$ cat src/design/cisr_pkg.sv
// constants for the configuration, identification and sysref control bank
// assumes a 4-wire serial port with a 24-bit command header ahead of data bytes
package cisr_pkg;
   localparam int ADDR_W = 15;
   localparam int BYTE_W = 8;
   localparam int EDGE_W = 24;
   localparam int TAP_W = 4;
   localparam int FS_W = 16;

   // serial framing
   localparam logic [4:0] CMD_LAST = 5'h17;
   localparam logic [4:0] BYTE_LAST = 5'h07;
   localparam int CMD_RW_BIT = 23;

   // byte addresses
   localparam logic [14:0] ADR_SPI_CONFIG = 15'h0000;
   localparam logic [14:0] ADR_REVISION = 15'h0006;
   localparam logic [14:0] ADR_MAKER_LO = 15'h000c;
   localparam logic [14:0] ADR_MAKER_HI = 15'h000d;
   localparam logic [14:0] ADR_USER_CFG = 15'h0010;
   localparam logic [14:0] ADR_SYSREF_CTRL = 15'h0029;
   localparam logic [14:0] ADR_INPUT_FMT = 15'h002a;
   localparam logic [14:0] ADR_EDGE_0 = 15'h002c;
   localparam logic [14:0] ADR_EDGE_1 = 15'h002d;
   localparam logic [14:0] ADR_EDGE_2 = 15'h002e;
   localparam logic [14:0] ADR_FS_A_LO = 15'h0030;
   localparam logic [14:0] ADR_FS_A_HI = 15'h0031;
   localparam logic [14:0] ADR_FS_B_LO = 15'h0032;
   localparam logic [14:0] ADR_FS_B_HI = 15'h0033;
   localparam logic [14:0] ADR_REF_SEL = 15'h0038;
   localparam logic [14:0] ADR_TSTAMP = 15'h003b;
   localparam logic [14:0] ADR_STEP = 15'h0001;

   // reset values
   localparam logic [7:0] RST_USER_CFG = 8'h00;
   localparam logic [7:0] RST_SYSREF_CTRL = 8'h00;
   localparam logic [7:0] RST_INPUT_FMT = 8'h20;
   localparam logic [15:0] RST_FS = 16'ha000;
   localparam logic [7:0] RST_REF_SEL = 8'h00;
   localparam logic [7:0] RST_TSTAMP = 8'h00;
   localparam logic RST_DIR_UP = 1'b1;

   // field positions
   localparam int POS_DIR_UP = 5;
   localparam int POS_FOUR_WIRE = 4;
   localparam int POS_FREEZE = 0;
   localparam int POS_PROC_ON = 6;
   localparam int POS_RECV_ON = 5;
   localparam int POS_MAGNIFY = 4;
   localparam int POS_TAP_LSB = 0;
   localparam int POS_DEVICE_CLOCK_PECL = 2;
   localparam int POS_SYSREF_PECL = 1;
   localparam int POS_SYSREF_INV = 0;
   localparam logic [3:0] TAP_CALIBRATED = 4'h0;
endpackage

$ cat src/design/cisr_sync.sv
// two-stage synchroniser with edge flags for a group of slow pins
// assumes each bit is independent and changes slower than the clock
`timescale 1ns/1ps
module cisr_sync #(
   parameter int WIDTH = 1
) (
   input wire logic clk_in, // system clock
   input wire logic srst_in, // synchronous reset, high
   input wire logic [WIDTH-1:0] async_in, // pins from outside
   output logic [WIDTH-1:0] level_out, // synchronised level
   output logic [WIDTH-1:0] rise_out, // one-cycle rising flag
   output logic [WIDTH-1:0] fall_out // one-cycle falling flag
);
   logic [WIDTH-1:0] meta_q;
   logic [WIDTH-1:0] sync_q;
   logic [WIDTH-1:0] prev_q;

   initial
   begin
      if (WIDTH < 1)
         $error("cisr_sync: WIDTH must be at least 1");
   end

   always_ff @(posedge clk_in)
   begin
      if (srst_in)
      begin
         meta_q <= '0;
         sync_q <= '0;
         prev_q <= '0;
      end
      else
      begin
         meta_q <= async_in;
         sync_q <= meta_q;
         prev_q <= sync_q;
      end
   end

   assign level_out = sync_q;
   assign rise_out = sync_q & ~prev_q;
   assign fall_out = ~sync_q & prev_q;
endmodule

$ cat src/design/cisr_regs.sv
// serial-port register bank: identification, port setup, sysref and input control
// assumes the serial clock runs well below a quarter of CLK_IN; pins are oversampled
`timescale 1ns/1ps
module cisr_regs #(
   parameter logic [15:0] MAKER_CODE = 16'h1234, // arbitrary value
   parameter logic [7:0] SILICON_REV = 8'h5a // arbitrary value
) (
   input wire logic CLK_IN, // system clock, 100 MHz
   input wire logic SRST_IN, // synchronous reset, high
   input wire logic SPI_SCLK_IN, // serial clock pin
   input wire logic SPI_CS_N_IN, // chip select pin, low active
   input wire logic SPI_SDI_IN, // serial data in pin
   output logic SPI_SDO_OUT, // serial data out
   output logic SPI_SDO_OE_OUT, // high while driving serial data out
   input wire logic SYSREF_IN, // raw sysref level from receiver
   input wire logic [23:0] SYSREF_EDGE_STATUS_IN, // edge position from analog
   output logic SYSREF_EVENT_OUT, // one-cycle accepted sysref event
   output logic SYSREF_RECEIVER_ON_OUT, // sysref receiver enable
   output logic SYSREF_PROCESSOR_ON_OUT, // sysref processor enable
   output logic SYSREF_MAGNIFY_OUT, // finer edge status resolution
   output logic [3:0] SYSREF_DELAY_TAP_OUT, // selected delay tap
   output logic SYSREF_USE_CAL_OUT, // calibrated timing in use
   output logic SYSREF_PECL_OUT, // sysref receiver pecl mode
   output logic DEVICE_CLOCK_PECL_OUT, // device clock receiver pecl mode
   output logic [15:0] FULLSCALE_A_OUT, // input a full-scale setting
   output logic [15:0] FULLSCALE_B_OUT, // input b full-scale setting
   output logic [7:0] REFERENCE_SELECT_OUT, // reference source control byte
   output logic [7:0] TIMESTAMP_CTRL_OUT // timestamp input control byte
);
   typedef enum logic [1:0] {SPI_IDLE, SPI_CMD, SPI_DATA} cisr_phase_e;

   logic [3:0] pin_level;
   logic [3:0] pin_rise;
   logic [3:0] pin_fall;
   logic [23:0] edge_status;
   cisr_phase_e phase_q;
   logic [4:0] cnt_q;
   logic [23:0] shift_q;
   logic read_q;
   logic [14:0] addr_q;
   logic [7:0] rd_shift_q;
   logic sdo_q;
   logic dir_up_q;
   logic [7:0] user_cfg_q;
   logic [7:0] sysref_ctrl_q;
   logic [7:0] input_fmt_q;
   logic [15:0] fs_a_q;
   logic [15:0] fs_b_q;
   logic [7:0] ref_sel_q;
   logic [7:0] tstamp_q;
   logic sysref_prev_q;
   logic sysref_event_q;
   logic idle_seen_q;

   // pin group: sclk, cs_n, sdi, sysref
   cisr_sync #(.WIDTH(4)) u_pin_sync (
      .clk_in(CLK_IN),
      .srst_in(SRST_IN),
      .async_in({SYSREF_IN, SPI_SDI_IN, SPI_CS_N_IN, SPI_SCLK_IN}),
      .level_out(pin_level),
      .rise_out(pin_rise),
      .fall_out(pin_fall)
   );

   cisr_sync #(.WIDTH(cisr_pkg::EDGE_W)) u_edge_sync (
      .clk_in(CLK_IN),
      .srst_in(SRST_IN),
      .async_in(SYSREF_EDGE_STATUS_IN),
      .level_out(edge_status),
      .rise_out(),
      .fall_out()
   );

   wire sclk_rise = pin_rise[0];
   wire sclk_fall = pin_fall[0];
   wire cs_idle = pin_level[1];
   wire sdi = pin_level[2];
   wire sysref_lvl = pin_level[3];

   function automatic logic [7:0] rd_byte(input logic [14:0] a);
      logic [7:0] r;
      r = 8'h00;
      case (a)
         cisr_pkg::ADR_SPI_CONFIG:
         begin
            r[cisr_pkg::POS_DIR_UP] = dir_up_q;
            r[cisr_pkg::POS_FOUR_WIRE] = 1'b1;
         end
         cisr_pkg::ADR_REVISION: r = SILICON_REV;
         cisr_pkg::ADR_MAKER_LO: r = MAKER_CODE[7:0];
         cisr_pkg::ADR_MAKER_HI: r = MAKER_CODE[15:8];
         cisr_pkg::ADR_USER_CFG: r = user_cfg_q;
         cisr_pkg::ADR_SYSREF_CTRL: r = sysref_ctrl_q;
         cisr_pkg::ADR_INPUT_FMT: r = input_fmt_q;
         cisr_pkg::ADR_EDGE_0: r = edge_status[7:0];
         cisr_pkg::ADR_EDGE_1: r = edge_status[15:8];
         cisr_pkg::ADR_EDGE_2: r = edge_status[23:16];
         cisr_pkg::ADR_FS_A_LO: r = fs_a_q[7:0];
         cisr_pkg::ADR_FS_A_HI: r = fs_a_q[15:8];
         cisr_pkg::ADR_FS_B_LO: r = fs_b_q[7:0];
         cisr_pkg::ADR_FS_B_HI: r = fs_b_q[15:8];
         cisr_pkg::ADR_REF_SEL: r = ref_sel_q;
         cisr_pkg::ADR_TSTAMP: r = tstamp_q;
         default: r = 8'h00;
      endcase
      return r;
   endfunction

   // serial framing decode
   wire [23:0] shift_d = {shift_q[22:0], sdi};
   wire cmd_done = (phase_q == SPI_CMD) && sclk_rise && (cnt_q == cisr_pkg::CMD_LAST);
   wire byte_done = (phase_q == SPI_DATA) && sclk_rise && (cnt_q == cisr_pkg::BYTE_LAST);
   wire [14:0] cmd_addr = shift_d[cisr_pkg::ADDR_W-1:0];
   wire freeze = user_cfg_q[cisr_pkg::POS_FREEZE];
   wire [14:0] addr_up = addr_q + cisr_pkg::ADR_STEP;
   wire [14:0] addr_down = addr_q - cisr_pkg::ADR_STEP;
   wire [14:0] addr_dir = dir_up_q ? addr_up : addr_down;
   wire [14:0] addr_next = freeze ? addr_q : addr_dir;
   wire wr_fire = byte_done && !read_q;
   wire [7:0] wr_byte = shift_d[7:0];

   // write strobes; unlisted and read-only addresses match nothing
   wire wr_spi_cfg = wr_fire && (addr_q == cisr_pkg::ADR_SPI_CONFIG);
   wire wr_user = wr_fire && (addr_q == cisr_pkg::ADR_USER_CFG);
   wire wr_sysref = wr_fire && (addr_q == cisr_pkg::ADR_SYSREF_CTRL);
   wire wr_fmt = wr_fire && (addr_q == cisr_pkg::ADR_INPUT_FMT);
   wire wr_fs_a_lo = wr_fire && (addr_q == cisr_pkg::ADR_FS_A_LO);
   wire wr_fs_a_hi = wr_fire && (addr_q == cisr_pkg::ADR_FS_A_HI);
   wire wr_fs_b_lo = wr_fire && (addr_q == cisr_pkg::ADR_FS_B_LO);
   wire wr_fs_b_hi = wr_fire && (addr_q == cisr_pkg::ADR_FS_B_HI);
   wire wr_ref = wr_fire && (addr_q == cisr_pkg::ADR_REF_SEL);
   wire wr_tstamp = wr_fire && (addr_q == cisr_pkg::ADR_TSTAMP);

   always_ff @(posedge CLK_IN)
   begin
      if (SRST_IN || cs_idle)
      begin
         phase_q <= cs_idle ? SPI_IDLE : SPI_CMD;
         cnt_q <= 5'h00;
         shift_q <= 24'h000000;
      end
      else
      begin
         case (phase_q)
            SPI_IDLE:
            begin
               phase_q <= SPI_CMD;
               cnt_q <= 5'h00;
            end
            SPI_CMD,
            SPI_DATA:
            begin
               if (sclk_rise)
               begin
                  shift_q <= shift_d;
                  cnt_q <= (cmd_done || byte_done) ? 5'h00 : cnt_q + 5'h01;
                  if (cmd_done)
                     phase_q <= SPI_DATA;
               end
            end
            default: phase_q <= SPI_IDLE;
         endcase
      end
   end

   // address, read shifter and serial output
   always_ff @(posedge CLK_IN)
   begin
      if (SRST_IN || cs_idle)
      begin
         read_q <= 1'b0;
         addr_q <= 15'h0000;
         rd_shift_q <= 8'h00;
         sdo_q <= 1'b0;
      end
      else if (cmd_done)
      begin
         read_q <= shift_d[cisr_pkg::CMD_RW_BIT];
         addr_q <= cmd_addr;
         rd_shift_q <= rd_byte(cmd_addr);
      end
      else if (byte_done)
      begin
         addr_q <= addr_next;
         rd_shift_q <= rd_byte(addr_next);
      end
      else if ((phase_q == SPI_DATA) && sclk_fall && read_q)
      begin
         sdo_q <= rd_shift_q[7];
         rd_shift_q <= {rd_shift_q[6:0], 1'b0};
      end
   end

   // writable registers
   always_ff @(posedge CLK_IN)
   begin
      if (SRST_IN)
      begin
         dir_up_q <= cisr_pkg::RST_DIR_UP;
         user_cfg_q <= cisr_pkg::RST_USER_CFG;
         sysref_ctrl_q <= cisr_pkg::RST_SYSREF_CTRL;
         input_fmt_q <= cisr_pkg::RST_INPUT_FMT;
      end
      else
      begin
         if (wr_spi_cfg)
            dir_up_q <= wr_byte[cisr_pkg::POS_DIR_UP];
         if (wr_user)
            user_cfg_q <= wr_byte;
         if (wr_sysref)
            sysref_ctrl_q <= wr_byte;
         if (wr_fmt)
            input_fmt_q <= wr_byte;
      end
   end

   always_ff @(posedge CLK_IN)
   begin
      if (SRST_IN)
      begin
         fs_a_q <= cisr_pkg::RST_FS;
         fs_b_q <= cisr_pkg::RST_FS;
         ref_sel_q <= cisr_pkg::RST_REF_SEL;
         tstamp_q <= cisr_pkg::RST_TSTAMP;
      end
      else
      begin
         if (wr_fs_a_lo)
            fs_a_q[7:0] <= wr_byte;
         if (wr_fs_a_hi)
            fs_a_q[15:8] <= wr_byte;
         if (wr_fs_b_lo)
            fs_b_q[7:0] <= wr_byte;
         if (wr_fs_b_hi)
            fs_b_q[15:8] <= wr_byte;
         if (wr_ref)
            ref_sel_q <= wr_byte;
         if (wr_tstamp)
            tstamp_q <= wr_byte;
      end
   end

   // sysref path: optional inversion, rising edge, processor and receiver gate
   wire recv_on = sysref_ctrl_q[cisr_pkg::POS_RECV_ON];
   wire proc_on = sysref_ctrl_q[cisr_pkg::POS_PROC_ON];
   wire sysref_aligned = sysref_lvl ^ input_fmt_q[cisr_pkg::POS_SYSREF_INV];
   wire sysref_edge = sysref_aligned && !sysref_prev_q;

   always_ff @(posedge CLK_IN)
   begin
      if (SRST_IN)
      begin
         sysref_prev_q <= 1'b0;
         sysref_event_q <= 1'b0;
      end
      else
      begin
         sysref_prev_q <= sysref_aligned;
         sysref_event_q <= sysref_edge && proc_on && recv_on;
      end
   end

   // output stays off until select has been seen idle once after reset
   always_ff @(posedge CLK_IN)
      idle_seen_q <= SRST_IN ? 1'b0 : (idle_seen_q || cs_idle);

   wire [3:0] tap = sysref_ctrl_q[cisr_pkg::POS_TAP_LSB +: cisr_pkg::TAP_W];

   assign SPI_SDO_OUT = sdo_q;
   assign SPI_SDO_OE_OUT = !cs_idle && idle_seen_q;
   assign SYSREF_EVENT_OUT = sysref_event_q;
   assign SYSREF_RECEIVER_ON_OUT = recv_on;
   assign SYSREF_PROCESSOR_ON_OUT = proc_on;
   assign SYSREF_MAGNIFY_OUT = sysref_ctrl_q[cisr_pkg::POS_MAGNIFY];
   assign SYSREF_DELAY_TAP_OUT = tap;
   assign SYSREF_USE_CAL_OUT = (tap == cisr_pkg::TAP_CALIBRATED);
   assign SYSREF_PECL_OUT = input_fmt_q[cisr_pkg::POS_SYSREF_PECL];
   assign DEVICE_CLOCK_PECL_OUT = input_fmt_q[cisr_pkg::POS_DEVICE_CLOCK_PECL];
   assign FULLSCALE_A_OUT = fs_a_q;
   assign FULLSCALE_B_OUT = fs_b_q;
   assign REFERENCE_SELECT_OUT = ref_sel_q;
   assign TIMESTAMP_CTRL_OUT = tstamp_q;
endmodule

$ cat config.mk
export PLATFORM = sky130hd
export DESIGN_NAME = cisr_regs
export DESIGN_NICKNAME = d
export VERILOG_FILES = /design/src/design/cisr_pkg.sv /design/src/design/cisr_sync.sv /design/src/design/cisr_regs.sv
export SDC_FILE = /design/constraint.sdc
export NUM_CORES = 1
export LEC_CHECK = 0
export BUFFER_PORTS_ARGS = -buffer_cell sky130_fd_sc_hd__buf_2
export CAP_MARGIN = 10
export CORE_MARGIN = 4
export CORE_UTILIZATION = 25
export DETAILED_ROUTE_END_ITERATION = 8
export PLACE_DENSITY = 0.43
export SLEW_MARGIN = 20
export SYNTH_ARGS = -nofsm -noshare
export SYNTH_HDL_FRONTEND = slang
export SYNTH_SLANG_ARGS = --single-unit
$ cat constraint.sdc
create_clock -name CLK_IN -period 3.86 [get_ports CLK_IN]
set_input_delay 0.193 -clock CLK_IN [delete_from_list [all_inputs] [get_ports CLK_IN]]
set_output_delay 0.193 -clock CLK_IN [all_outputs]
set_load 0.02 [all_outputs]
* Yosys cells after proc, flatten, opt, wreduce, memory -nomap -nowiden *
Cells that the tools add are included.

cells by class
  eq/ne operators = 46
  $add $sub $neg = 3
  order comparisons = 0
  reductions and logical operators = 42
  multipliers = 0
  multiplexer cells = 21
  divide/modulo/power cells = 0
  shifts and indexed selects = 0
  bitwise logic cells = 7

operators with widths
  kind                                                                    number
  15-bit by 6-bit equality test with 1-bit output, second input constant  30
  4-bit one-hot mux with 15 select lines                                  2
  15-bit by 4-bit equality test with 1-bit output, second input constant  4
  15-bit two-way mux                                                      4
  2-bit one-hot mux with 15 select lines                                  2
  2-bit one-hot mux with 13 select lines                                  2
  15-bit by 5-bit equality test with 1-bit output, second input constant  3
  15-bit logical NOT                                                      3
  15-bit by 3-bit equality test with 1-bit output, second input constant  2
  8-bit two-way mux                                                       3
  1-bit logical AND                                                       21
  15-bit by 1-bit adder with 15-bit output, second input constant         1
  15-bit by 1-bit subtractor with 15-bit output, second input constant    1
  5-bit two-way mux                                                       2
  5-bit one-hot mux with 2 select lines                                   1
  2-bit two-way mux                                                       3
  3-bit inequality test, second input constant                            2
  2-bit AND reduction                                                     3
  2-bit OR reduction                                                      3
  5-bit by 1-bit adder with 5-bit output, second input constant           1
  5-bit by 3-bit equality test with 1-bit output, second input constant   1
  5-bit equality test, second input constant                              1
  4-bit logical NOT                                                       1
  1-bit NOT                                                               4
  other kinds (13)                                                        19

storage, ports and cells
  memory bits (writable) = 0
  flip-flop bits (word level) = 188
  bits of input ports = 30
  word-level logic and storage cells = 144
  latch bits = 0
  memories kept = 0
  ROM bits = 0

* Depth between registers and ports, before layout *
Gate-level depths: netlist of the first run.

  depth after elaboration = 8
  depth in mapped cells = 14
  mapped depth without buffers = 12

* Modules after synthesis *
From an unflattened synthesis of the first run, not the netlist that was laid out.

second synthesis, totals
  cells, all modules = 1,332
  area total of the unflattened synthesis = 11,123.2 µm²

by module, submodules not included
  module                    cells an instance  area each (µm²)  instances
  cisr_regs                 1,099              8,424.3          1
  cisr_sync at u_edge_sync  200                2,282.2          1
  cisr_sync at u_pin_sync   33                 416.6            1

* Least setup slack after synthesis of the first run *
No wires, ideal clock.

  path type = register to register
  start = register addr_q[0]
  end = register rd_shift_q[4]
  data arrival time = 3.379 ns
  setup time = 0.125 ns
  cell stages (with the launch flop) = 14
  slack = 0.356 ns
  path buffers = 1
  cell sequence = dfxtp_1 > buf_1 > inv_1 > fa_1 > nand2b_1 > a21oi_1 > nor3_1 > o22a_1 > o21ai_1 > nor3b_2 > a2111oi_1 > o211ai_2 > a211oi_1 > nor3_2

on the way
  longest elaborated chain between the ends = 8
  elaborated cells between the ends (all ways) = 24

RTL lines
  item                                                                                                                line                                source
  start: declaration                                                                                                  cisr_regs.sv:40                     logic [14:0] addr_q;
  start signal: assignment                                                                                            cisr_regs.sv:179                    addr_q <= cmd_addr;
  start signal: assignment                                                                                            cisr_regs.sv:184                    addr_q <= addr_next;
  15-bit by 1-bit subtractor with 15-bit output or 15-bit by 1-bit adder with 15-bit output (tied branches)           cisr_regs.sv:116, cisr_regs.sv:115
  15-bit two-way mux                                                                                                  cisr_regs.sv:117                    wire [14:0] addr_dir = dir_up_q ? addr_up : addr_down;
  15-bit two-way mux *                                                                                                cisr_regs.sv:118                    wire [14:0] addr_next = freeze ? addr_q : addr_dir;
  15-bit by 3-bit equality test with 1-bit output or 15-bit by 4-bit equality test with 1-bit output (tied branches)  cisr_regs.sv:83                     case (a)
  2-bit OR reduction (no line)                                                                                        -
  2-bit one-hot mux with 15 select lines *                                                                            cisr_regs.sv:83
  8-bit two-way mux *                                                                                                 cisr_regs.sv:182                    else if (byte_done)
  8-bit two-way mux *                                                                                                 cisr_regs.sv:176                    else if (cmd_done)
  end signal: assignment                                                                                              cisr_regs.sv:180                    rd_shift_q <= rd_byte(cmd_addr);
  end signal: assignment                                                                                              cisr_regs.sv:185                    rd_shift_q <= rd_byte(addr_next);
  end signal: assignment                                                                                              cisr_regs.sv:190                    rd_shift_q <= {rd_shift_q[6:0], 1'b0};
  end: declaration                                                                                                    cisr_regs.sv:41                     logic [7:0] rd_shift_q;

Every way passes the cells marked *; elsewhere a longest branch is shown, timed or not.
A chain may end at the register's enable or synchronous reset.

* Worst setup path in the final report of the first run *
  start = register addr_q[1]
  end = register rd_shift_q[3]

on the way
  longest elaborated chain between the ends = 7
  elaborated cells between the ends (all ways) = 22

RTL lines
  item                                                                                                       line
  15-bit by 1-bit subtractor with 15-bit output or 15-bit by 1-bit adder with 15-bit output (tied branches)  cisr_regs.sv:116, cisr_regs.sv:115
  15-bit two-way mux                                                                                         cisr_regs.sv:117
  15-bit two-way mux *                                                                                       cisr_regs.sv:118
  15-bit by 6-bit equality test with 1-bit output, or another cell as far along                              cisr_regs.sv:83
  4-bit one-hot mux with 15 select lines *                                                                   cisr_regs.sv:83
  8-bit two-way mux *                                                                                        cisr_regs.sv:182
  8-bit two-way mux *                                                                                        cisr_regs.sv:176

Marked as above.

==> results of run 1 <==
metrics by stage:
stage          setup slack [ns]  utilization, %
2_1_floorplan             0.356               -
3_3_place_gp              0.152            28.6
3_5_place_dp              0.120            28.6
4_1_cts                  0.0908            30.9
5_1_grt               -0.000759            30.9
6_report                  0.242            30.9
worst max-delay path by stage:
stage | from | endpoint | slack, ns
detailed placement | addr_q[1] | rd_shift_q[3] | 0.12
global placement | addr_q[1] | rd_shift_q[3] | 0.15
global route | addr_q[1] | rd_shift_q[2] | -0.0008
CTS | addr_q[1] | rd_shift_q[3] | 0.09
floorplan | addr_q[0] | rd_shift_q[4] | 0.36
finish | addr_q[1] | rd_shift_q[3] | 0.24
where the power goes:
group	internal (mW)	switching [mW]
combinational	0.0862	0.126
clock	0.982	0.857
sequential	1.98	0.0200
total	3.05	1.00
synth_stat cells, drive strengths merged, types with 6 or more instances:
cell	number
a211o	6
a211oi	6
a21o	11
a21oi	72
a221oi	10
a222oi	21
a22o	6
a22oi	16
a31oi	6
and2	9
and3	19
buf	17
clkbuf	64
dfxtp	186
ha	17
inv	13
mux2i	88
mux4	6
nand2	130
nand2b	11
nand3	22
nand4	7
nor2	148
nor2b	70
nor3	26
nor4	16
o211ai	12
o21a	8
o21ai	37
or3	6
xnor2	9
xor2	6
routing by layer:
layer,part of all wire [%],wire (um),GRT usage (%)
met4,2.3,890,4.91
met3,4.7,1800,2.47
met5,0,0,0
met1,46,17800,24.8
met2,47,18100,30.1
flip-flops by register name (all words and copies together), names as in the netlist, 5 cells and up:
name / flops
rd_shift_q: 8
sysref_ctrl_q: 8
input_fmt_q: 8
u_edge_sync.level_out: 24
u_edge_sync.meta_q: 24
shift_q: 23
TIMESTAMP_CTRL_OUT: 8
FULLSCALE_A_OUT: 16
user_cfg_q: 8
FULLSCALE_B_OUT: 16
addr_q: 15
cnt_q: 5
REFERENCE_SELECT_OUT: 8
worst register-to-register path, cell delays in order (launching register included):
cell and delay, ns:
dfxtp_1 0.47, inv_1 0.15, fa_1 0.44, nand2b_1 0.25, a21o_1 0.24, a211oi_2 0.25, a31oi_1 0.14, and4b_1 0.30
buf_4 0.19, a221oi_2 0.35, o211ai_1 0.23, o41ai_1 0.40, a21boi_1 0.11
cell usage in the layout, fill, tap and decap left out, types with 7 or more instances in the layout:
master         Yosys  final
dfxtp_1          186    184
nor2_1           148    148
nand2_1          130    130
buf_2              7     89
mux2i_1           88     88
a21oi_1           72     72
nor2b_1           70     70
buf_4              5     62
o21ai_0           29     29
dlygate4sd3_1      0     28
nand3_1           22     22
nor3_1            21     21
a222oi_1          21     21
and3_1            19     19
ha_1              17     17
clkbuf_16          0     17
a22oi_1           16     16
inv_1             11     11
nor4_1            11     11
nand2b_1          11     11
a21o_1            11     11
o211ai_1          11     11
and2_1             9      9
a221oi_1          10      9
xnor2_1            9      9
o21a_1             8      8
o21ai_1            7      7
nand4_1            7      7
cells by family (layout without fill, tap and decap cells):
logic type               after synthesis  after routing  synth area share (%)
buffers and inverters                 94            223                  3.92
multiplexers                          98             98                  10.7
AO/OA/AOI/OAI                        262            262                  18.7
flip-flops                           188            188                  38.2
adder cells (fa/ha/maj)               19             19                  2.45
XOR/XNOR                              15             15                  1.33
AND/OR/NAND/NOR                      489            489                  24.7
area by class of cell:
class,count,area share [%]
clock inverters,14,1.49
clock buffers,17,3.54
flip-flops and latches,188,31.5
repair buffers,179,9.90
multi-input cells,883,47.8
well taps,518,5.39
inverters,13,0.406
timing repair:
item,4_1_cts,5_1_grt
resized for setup,0,4
endpoints found under the setup margin,0,7
endpoints found under the hold margin,28,0
hold buffers,28,0
==> flow_summary_export.csv, run 1 <==
group,metric,value,unit
hold_path,worstHoldPathType,"input port to register",
cells_and_area,diodes,0,
route,viasPerCell,5.16,
logic_synthesis,yosys.area.top_type,"dfxtp_1",
setup_path,cp.depth,12,
setup_path,r2r_start,"addr_q[1]",
flow_run,drv_cap,0,
cells_and_area,layoutNonFillerInstCount,1812,
hold_path,hold_end,"u_edge_sync.meta_q[18]",
floorplan,die_area,42800,um^2
logic_synthesis,postSynth.asyncResetShare,0,%
global_route,grt_pass1_vias,9082,
clock_network,cts_root_buf,"clkbuf_16",
sta,final.setup.tns,0,ns
floorplan,chipWidth,207,um
logic_synthesis,synth.top_cell.area_share,37.6,%
setup_path,crit_path_end_kind,"register",
floorplan,die_h,207,um
route,vias,9358,
logic_synthesis,ys.flop_type,"dfxtp_1",
logic_synthesis,syn_nets,1213,
clock_network,cts.htree.levels,4,
sta,drv_slew,0,
clock_network,cts_num_sinks,188,
logic_synthesis,synth_enable_flop_cells,2,
sta,whs,0.264,ns
route,routed_wl,38500,um
cells_and_area,register_area,3790,um^2
sta,max_freq,0.276,GHz
cells_and_area,finish.net_count,1330,
place,finalWeightedCongestion,1.00,
cells_and_area,multi_input_area,5750,um^2
setup_path,reg2regPathDepth,12,
logic_synthesis,syn_inst,1165,
route,avgRoutedWirePerCell,21.3,um
global_route,grt.overflow.total,0,
global_route,grt_pass1_wl,58800,um
power,irDropWorstVdd,236,uV
setup_path,arrival,3.94,ns
logic_synthesis,syn_area_per_cell,8.50,um^2
global_route,grt_use_total,18.1,%
floorplan,boundaryPins,91,
setup_path,r2r_slack,0.24,ns
sta,slew_headroom,31.9,%
power,p_per_area,337,nW/um^2
setup_path,critPathMaxStageDelay,0.47,ns
place,dpl.cell_count,1753,
power,cellLeakagePower,4.73,nW
logic_synthesis,synth_area_leaders,"dfxtp_1, mux2i_1, nor2_1",
route,postRouteAntennaNets,0,
clock_network,clk_latency,0.44,ns
floorplan,coreArea,38900,um^2
clock_network,clockBufferDepth,2,
hold_path,min_delay_path_depth,2,
clock_network,numCtsBuffers,17,
logic_synthesis,synth_area,9900,um^2
setup_path,critPathKind,"register to register",
power,power,4.05,mW
floorplan,row_count,72,
setup_path,crit_chain,"inv_1 > fa_1 > nand2b_1 > a21o_1 > a211oi_2 > a31oi_1 > and4b_1 > buf_4 > a221oi_2 > o211ai_1 > o41ai_1 > a21boi_1",
sta,period_share,93.7,%
run_status,outcome,"complete, no violations",
setup_path,path_buf_inv,2,
clock_network,cts.clk_slew.worst_paths,0.08,ns
floorplan,initial_core_util,25.4,%
logic_synthesis,netlist-cell-type-count,87,
sta,final-hold-violation-count,0,
cells_and_area,syn2layout_area_growth,21.5,%
sta,min_period,3.62,ns
hold_path,min_from,"SRST_IN",
place,post_dp_cell_area,11100,um^2
sta,setup_viol,0,
global_route,grt_max_degree,74,
place,numPortBuffers,90,
route,drcViolationCount,0,
cells_and_area,finalInstanceArea,12000,um^2
cells_and_area,nFillCells,4199,
clock_network,cts_setup_buffers,0,
logic_synthesis,ys_warn_count,0,
sta,worstMarginPinSlew,1.01,ns
place,dpl.hpwl,28900,um
setup_path,r2r_end,"rd_shift_q[3]",
setup_path,critPathMaxFanout,7,
logic_synthesis,yosysSeqAreaShare,38.2,%
setup_path,worstPathRequired,4.18,ns
route,first_iter_violations,872,
setup_path,cp-start-kind,"register",
cells_and_area,drive_above_1_share,17.1,%
setup_path,cp_top_family,"compound AO/OA/AOI/OAI gates",
route,dr.pass1.iters,6,
clock_network,cts_tree,"done",
setup_path,critical_path.slowest_cell,"dfxtp_1",
logic_synthesis,ys_ff_latch,188,
sta,fin_skew,0.0193,ns
global_route,antenna_found_initial,0,
No activity file was read; power rests on OpenSTA's default activity.
==> run 2: changes to the inputs <==
- SETUP_SLACK_MARGIN: default -> 0.5
==> run 2 against run 1 <==
Sequential power about the same. Utilization is 0.96 points higher. Clock skew increased by 0.017 ns. Largest power group unchanged. Final cell count up 1.1%. Sequential share of layout area decreased by 0.90 points.
==> flow_summary_export.csv, run 2 (synthesis gave the netlist of run 1 again) <==
group,metric,value,unit
run_status,outcome,"complete, no violations",
clock_network,clockBufferDepth,2,
sta,setup_viol,0,
route,postRouteAntennaNets,0,
setup_path,cp-start-kind,"register",
setup_path,crit_path_end_kind,"register",
cells_and_area,multi_input_area,5950,um^2
flow_run,drv_cap,0,
clock_network,cts_root_buf,"clkbuf_16",
floorplan,die_area,42800,um^2
floorplan,chipWidth,207,um
floorplan,row_count,72,
cells_and_area,diodes,0,
floorplan,boundaryPins,91,
cells_and_area,final_common_cell,"dfxtp_1",
clock_network,cts.htree.levels,4,
global_route,grt_max_degree,105,
cells_and_area,most-common-layout-cells,"dfxtp_1, nor2_1, nand2_1, buf_2, mux2i_1",
cells_and_area,syn2layout_area_growth,25.3,%
sta,max_freq,0.309,GHz
sta,final.setup.worst_slack,0.622,ns
place,dpl.hpwl,29200,um
hold_path,worstHoldPathType,"input port to register",
floorplan,die_h,207,um
cells_and_area,finish.net_count,1349,
power,cellLeakagePower,4.83,nW
power,power,4.00,mW
global_route,grt_pass1_wl,60000,um
setup_path,arrival,3.54,ns
place,numPortBuffers,90,
sta,period_share,83.9,%
global_route,grt_pass1_vias,9116,
power,p_per_area,323,nW/um^2
setup_path,critPathKind,"register to register",
sta,worstMarginPinSlew,0.919,ns
setup_path,r2r_slack,0.62,ns
sta,final.setup.tns,0,ns
global_route,grt.overflow.total,0,
sta,slew_headroom,38.7,%
cells_and_area,fin_util,31.9,%
place,finalWeightedCongestion,0.960,
clock_network,numCtsBuffers,17,
sta,drv_slew,0,
sta,final-hold-violation-count,0,
global_route,antenna_found_initial,0,
setup_path,worstPathRequired,4.17,ns
route,drcViolationCount,0,
route,avgRoutedWirePerCell,22.0,um
route,dr.pass1.iters,6,
place,preCtsSetupSlack,0.265,ns
clock_network,cts_num_sinks,188,
route,routed_wl,40300,um
sta,rsz0062_at_grt,"true",
route,first_iter_violations,848,
cells_and_area,drive_above_1_share,21.1,%
floorplan,coreArea,38900,um^2
clock_network,cts_tree,"done",
sta,fin_skew,0.0360,ns
route,vias,9624,
setup_path,critPathMaxFanout,8,
global_route,grt_use_total,18.6,%
place,post_dp_cell_area,11200,um^2
cells_and_area,register_area,3790,um^2
power,irDropWorstVdd,258,uV
sta,min_period,3.24,ns
cells_and_area,finalInstanceArea,12400,um^2
clock_network,clk_latency,0.46,ns
floorplan,initial_core_util,25.4,%
route,viasPerCell,5.25,
clock_network,cts.clk_slew.worst_paths,0.08,ns
cells_and_area,nFillCells,4167,
==> run 2: cell count changes in the layout (fill, tap and decap cells not counted), sizes merged <==
| cell | previous run | this run |
|---|---|---|
| buf | 151 | 170 |
| bufinv | 2 | 0 |
| clkinvlp | 0 | 2 |
| clkinv | 6 | 7 |
==> run 2: power breakdown <==
part           total, mW  switching [mW]  internal, mW
sequential          2.00          0.0218          1.98
clock               1.78           0.905         0.872
combinational      0.220           0.129        0.0906
total               4.00            1.06          2.95
==> run 2: path summary, 6_finish.rpt <==
path | start | to | cells after the start
worst max-delay path | dir_up_q | rd_shift_q[3] | 13
worst min-delay path | SRST_IN | idle_seen_q | 2
worst max register to register | dir_up_q | rd_shift_q[3] | 13
worst min register to register | sysref_prev_q | SYSREF_EVENT_OUT | 1
==> run 2: through the flow <==
step	hold slack, ns	cells
2_1_floorplan	0.321	1165
3_5_place_dp	0.395	1756
6_report	0.147	1832
5_1_grt	0.148	1832
4_1_cts	0.130	1816
3_3_place_gp	0.379	1756
==> run 2: what timing repair did <==
item / in CTS / in global routing
pin swaps: 1 / 15
endpoints found under the setup margin: 8 / 8
setup buffers: 0 / 14
hold endpoints to repair: 28 / 0
hold buffers: 28 / 0
gates resized for setup: 17 / 44
gates cloned: 0 / 1
==> run 2: final cells by class <==
class	instances	share of cell area, %
Timing Repair Buffer	198	11.0
Multi-Input combinational cell	883	48.0
Clock inverter	15	1.35
Inverter	13	0.434
Sequential cell	188	30.6
Clock buffer	17	3.43
Tap cell	518	5.22
==> run 2: routing by layer <==
layer,vias up,GRT usage (%),part of all wire [%]
li1,4488,-,-
met1,4725,25.7,46
met2,351,30.2,46
met3,60,2.75,5.6
met4,0,5.62,2.5
met5,-,0,0
==> run 2: critical path, stage by stage, from the launching register on <==
cell      delay (ns)
dfxtp_2         0.36
clkinv_4        0.09
buf_6           0.15
ha_4            0.30
o211ai_1        0.16
a21o_1          0.26
a211oi_4        0.32
a31oi_4         0.08
and4b_1         0.29
buf_4           0.20
a221oi_2        0.23
o211ai_1        0.19
o41ai_2         0.37
a21boi_1        0.10
==> run 3: changes to the inputs <==
- ABC_AREA: default -> 1
- PLACE_DENSITY: 0.43 -> 0.44
- clock period: 3.86 -> 2.9 ns (I/O delays scaled with it)
==> run 3 against run 2 <==
Sequential share of layout area decreased by 3.4 points. Critical path type unchanged. The run now ends with negative setup slack left. Area after synthesis is 3.1% higher. Hold slack worse by 0.10 ns. Design area rose by 13%. Die area up 3.0%. Routed wire length rose by 11%. Highest routed layer is now met5. Register-to-register slack got worse by 0.71 ns. Final cell count grew 25%. First-iteration DRC count increased by 2.5%. Worst setup slack lost 0.71 ns. Via count rose by 15%. Global-route usage rose by 1.0 points. Largest power group unchanged.
==> flow_summary_export.csv, run 3 <==
group,metric,value,unit
clock_network,cts_root_buf,"clkbuf_16",
route,avgRoutedWirePerCell,19.6,um
floorplan,row_count,73,
hold_path,min_delay_path_depth,2,
logic_synthesis,synth.top_cell.area_share,36.5,%
flow_run,drv_cap,0,
power,power,5.86,mW
hold_path,worstHoldPathType,"input port to register",
cells_and_area,fin_util,34.9,%
cells_and_area,drive_above_1_share,25.4,%
sta,final-hold-violation-count,0,
setup_path,arrival,3.38,ns
logic_synthesis,ys.flop_type,"dfxtp_1",
logic_synthesis,synth_enable_flop_cells,2,
clock_network,cts.htree.levels,4,
global_route,grt_use_total,19.6,%
logic_synthesis,ys_warn_count,0,
setup_path,r2r_start,"dir_up_q",
logic_synthesis,syn_inst,1508,
run_status,outcome,"finished, violations left",
hold_path,min_from,"SRST_IN",
setup_path,crit_path_end_kind,"register",
floorplan,chipWidth,210,um
power,cellLeakagePower,6.12,nW
setup_path,r2r_slack,-0.09,ns
setup_path,critPathLaunch,"dir_up_q",
sta,fin_skew,0.0135,ns
logic_synthesis,yosysMostFrequentCell,"nand2_1",
floorplan,die_h,210,um
logic_synthesis,yosysSeqAreaShare,37.1,%
sta,worstMarginPinSlew,0.704,ns
setup_path,cp-start-kind,"register",
logic_synthesis,synthTopCellsByCount,"nand2_1, nor2_1, inv_1",
logic_synthesis,synth_area,10200,um^2
place,dpl.hpwl,33900,um
sta,min_period,2.99,ns
route,first_iter_violations,869,
clock_network,cts.clk_slew.worst_paths,0.09,ns
route,vias,11044,
sta,setup_viol,9,
logic_synthesis,syn_area_per_cell,6.77,um^2
logic_synthesis,yosys.area.top_type,"dfxtp_1",
global_route,grt_pass1_wl,65800,um
clock_network,cts_tree,"done",
run_status,violations,"negative setup slack",
setup_path,reg2regPathDepth,21,
sta,final.setup.tns,-0.469,ns
clock_network,numCtsBuffers,17,
route,dr.pass1.iters,5,
sta,max_freq,0.334,GHz
global_route,grt_pass1_vias,10255,
floorplan,initial_core_util,25.5,%
place,finalWeightedCongestion,0.973,
sta,final.setup.worst_slack,-0.0932,ns
route,viasPerCell,4.83,
place,numPortBuffers,90,
route,routed_wl,44900,um
setup_path,r2r_end,"rd_shift_q[3]",
power,irDropWorstVdd,324,uV
logic_synthesis,netlist-cell-type-count,51,
setup_path,critPathMaxFanout,12,
route,drcViolationCount,0,
cells_and_area,most-common-layout-cells,"nand2_1, nor2_1, inv_1, dfxtp_1, buf_4",
clock_network,clockBufferDepth,2,
sta,rsz0062_at_grt,"true",
logic_synthesis,postSynth.asyncResetShare,0,%
clock_network,cts_num_sinks,188,
cells_and_area,diodes,0,
global_route,grt_max_degree,109,
cells_and_area,syn2layout_area_growth,36.9,%
global_route,grt.overflow.total,0,
floorplan,coreArea,40000,um^2
setup_path,worstPathRequired,3.29,ns
global_route,antenna_found_initial,1,
logic_synthesis,synth_area_leaders,"dfxtp_1, nand2_1, nor2_1",
sta,period_share,103,%
sta,drv_slew,0,
setup_path,critPathKind,"register to register",
floorplan,boundaryPins,91,
floorplan,die_area,44100,um^2
logic_synthesis,ys_ff_latch,188,
hold_path,hold_end,"u_pin_sync.prev_q[0]",
clock_network,clk_latency,0.46,ns
cells_and_area,final_common_cell,"nand2_1",
route,postRouteAntennaNets,0,
sta,slew_headroom,53.0,%
cells_and_area,finish.net_count,1797,
logic_synthesis,syn_nets,1556,
power,p_per_area,420,nW/um^2
[run 3: changes by cell type in the layout (fill, tap and decap cells not counted), moves of 19 or more]
| cell | change |
|---|---|
| nand3_1 | +97 |
| a222oi_1 | -21 |
| inv_1 | +182 |
| nand2_1 | +137 |
| nand3_2 | +19 |
| buf_4 | +66 |
| nor2b_1 | -70 |
| nand2_2 | +36 |
| mux2i_1 | -88 |
| a211oi_1 | +60 |
| o21ai_0 | +22 |
| nand4_1 | +27 |
| nor2_1 | +76 |
| nor2_4 | +23 |
[run 3: what timing repair did]
item                       in CTS  in global routing
hold buffers                   28                  0
setup buffers                  26                 14
setup endpoints to repair      37                 75
pin swaps                      29                 24
hold endpoints to repair       28                  0
resized for setup              46                 74
cloned                          2                  2
[run 3: logic make-up after synthesis]
family	after synthesis	share of synthesized area, %
buffers and inverters	271	10.8
AOI/OAI and AO/OA	248	15.3
and+or+nand+nor	778	34.0
adders and majority gates	18	2.28
DFF	188	37.1
xor gates and xnor gates	5	0.503
[run 3: worst max-delay path by stage]
| stage | slack (ns) | endpoint | cells after the start |
|---|---|---|---|
| finish | -0.09 | rd_shift_q[3] | 21 |
| global route | -0.24 | rd_shift_q[5] | 24 |
| CTS | -0.06 | rd_shift_q[3] | 22 |
| detailed placement | -0.24 | rd_shift_q[1] | 21 |
| global placement | -0.28 | rd_shift_q[1] | 20 |
| floorplan | 0.46 | rd_shift_q[0] | 22 |
[run 3: power by group]
| part | switching (mW) | internal, mW | leakage [nW] |
|---|---|---|---|
| sequential | 0.0665 | 2.66 | 1.53 |
| combinational | 0.388 | 0.188 | 4.27 |
| clock | 1.33 | 1.23 | 0.316 |
| total | 1.78 | 4.08 | 6.12 |
[run 3: area by class of cell]
class                   count  area, um^2
fillers                  4364       26000
multi-input cells        1049        5880
flip-flops and latches    188        3790
repair buffers            282        2170
inverters                 210         808
well taps                 525         657
clock buffers              17         425
clock inverters            15         234
repair inverters            1        11.3
[run 3: routing by layer]
metal	wire [um]	vias to the layer above	GRT usage, %
met3	2620	28	3.93
met1	22200	5232	29.0
met5	12	-	0
li1	-	5449	-
met4	579	2	3.76
met2	19600	333	29.8
[run 3: per-stage QoR]
step                      setup WS (ns)  hold WS (ns)  instance area [um^2]  std cells
final                           -0.0932        0.0432                 14000       2287
after global routing             -0.243        0.0329                 14000       2287
after CTS                       -0.0618        0.0139                 13600       2271
after detailed placement         -0.237         0.353                 12200       2183
after global placement           -0.283         0.348                 12200       2183
after floorplan                   0.457         0.252                 10500       1508
[run 3: critical path: stages, from the launching register on]
cell and delay, ns:
dfxtp_4 0.45, inv_8 0.09, ha_4 0.30, nand2_2 0.09, nor2_2 0.16, nand2_1 0.10, nand3_1 0.11, nand2_1 0.07
nand3_2 0.07, nand2_1 0.07, nor2_1 0.13, nand2_2 0.10, nor2_4 0.14, buf_12 0.15, buf_12 0.14, buf_4 0.12
nand3_1 0.10, nand4_1 0.14, nor2_1 0.05, nand2_1 0.12, nand2_1 0.07, a21oi_1 0.15
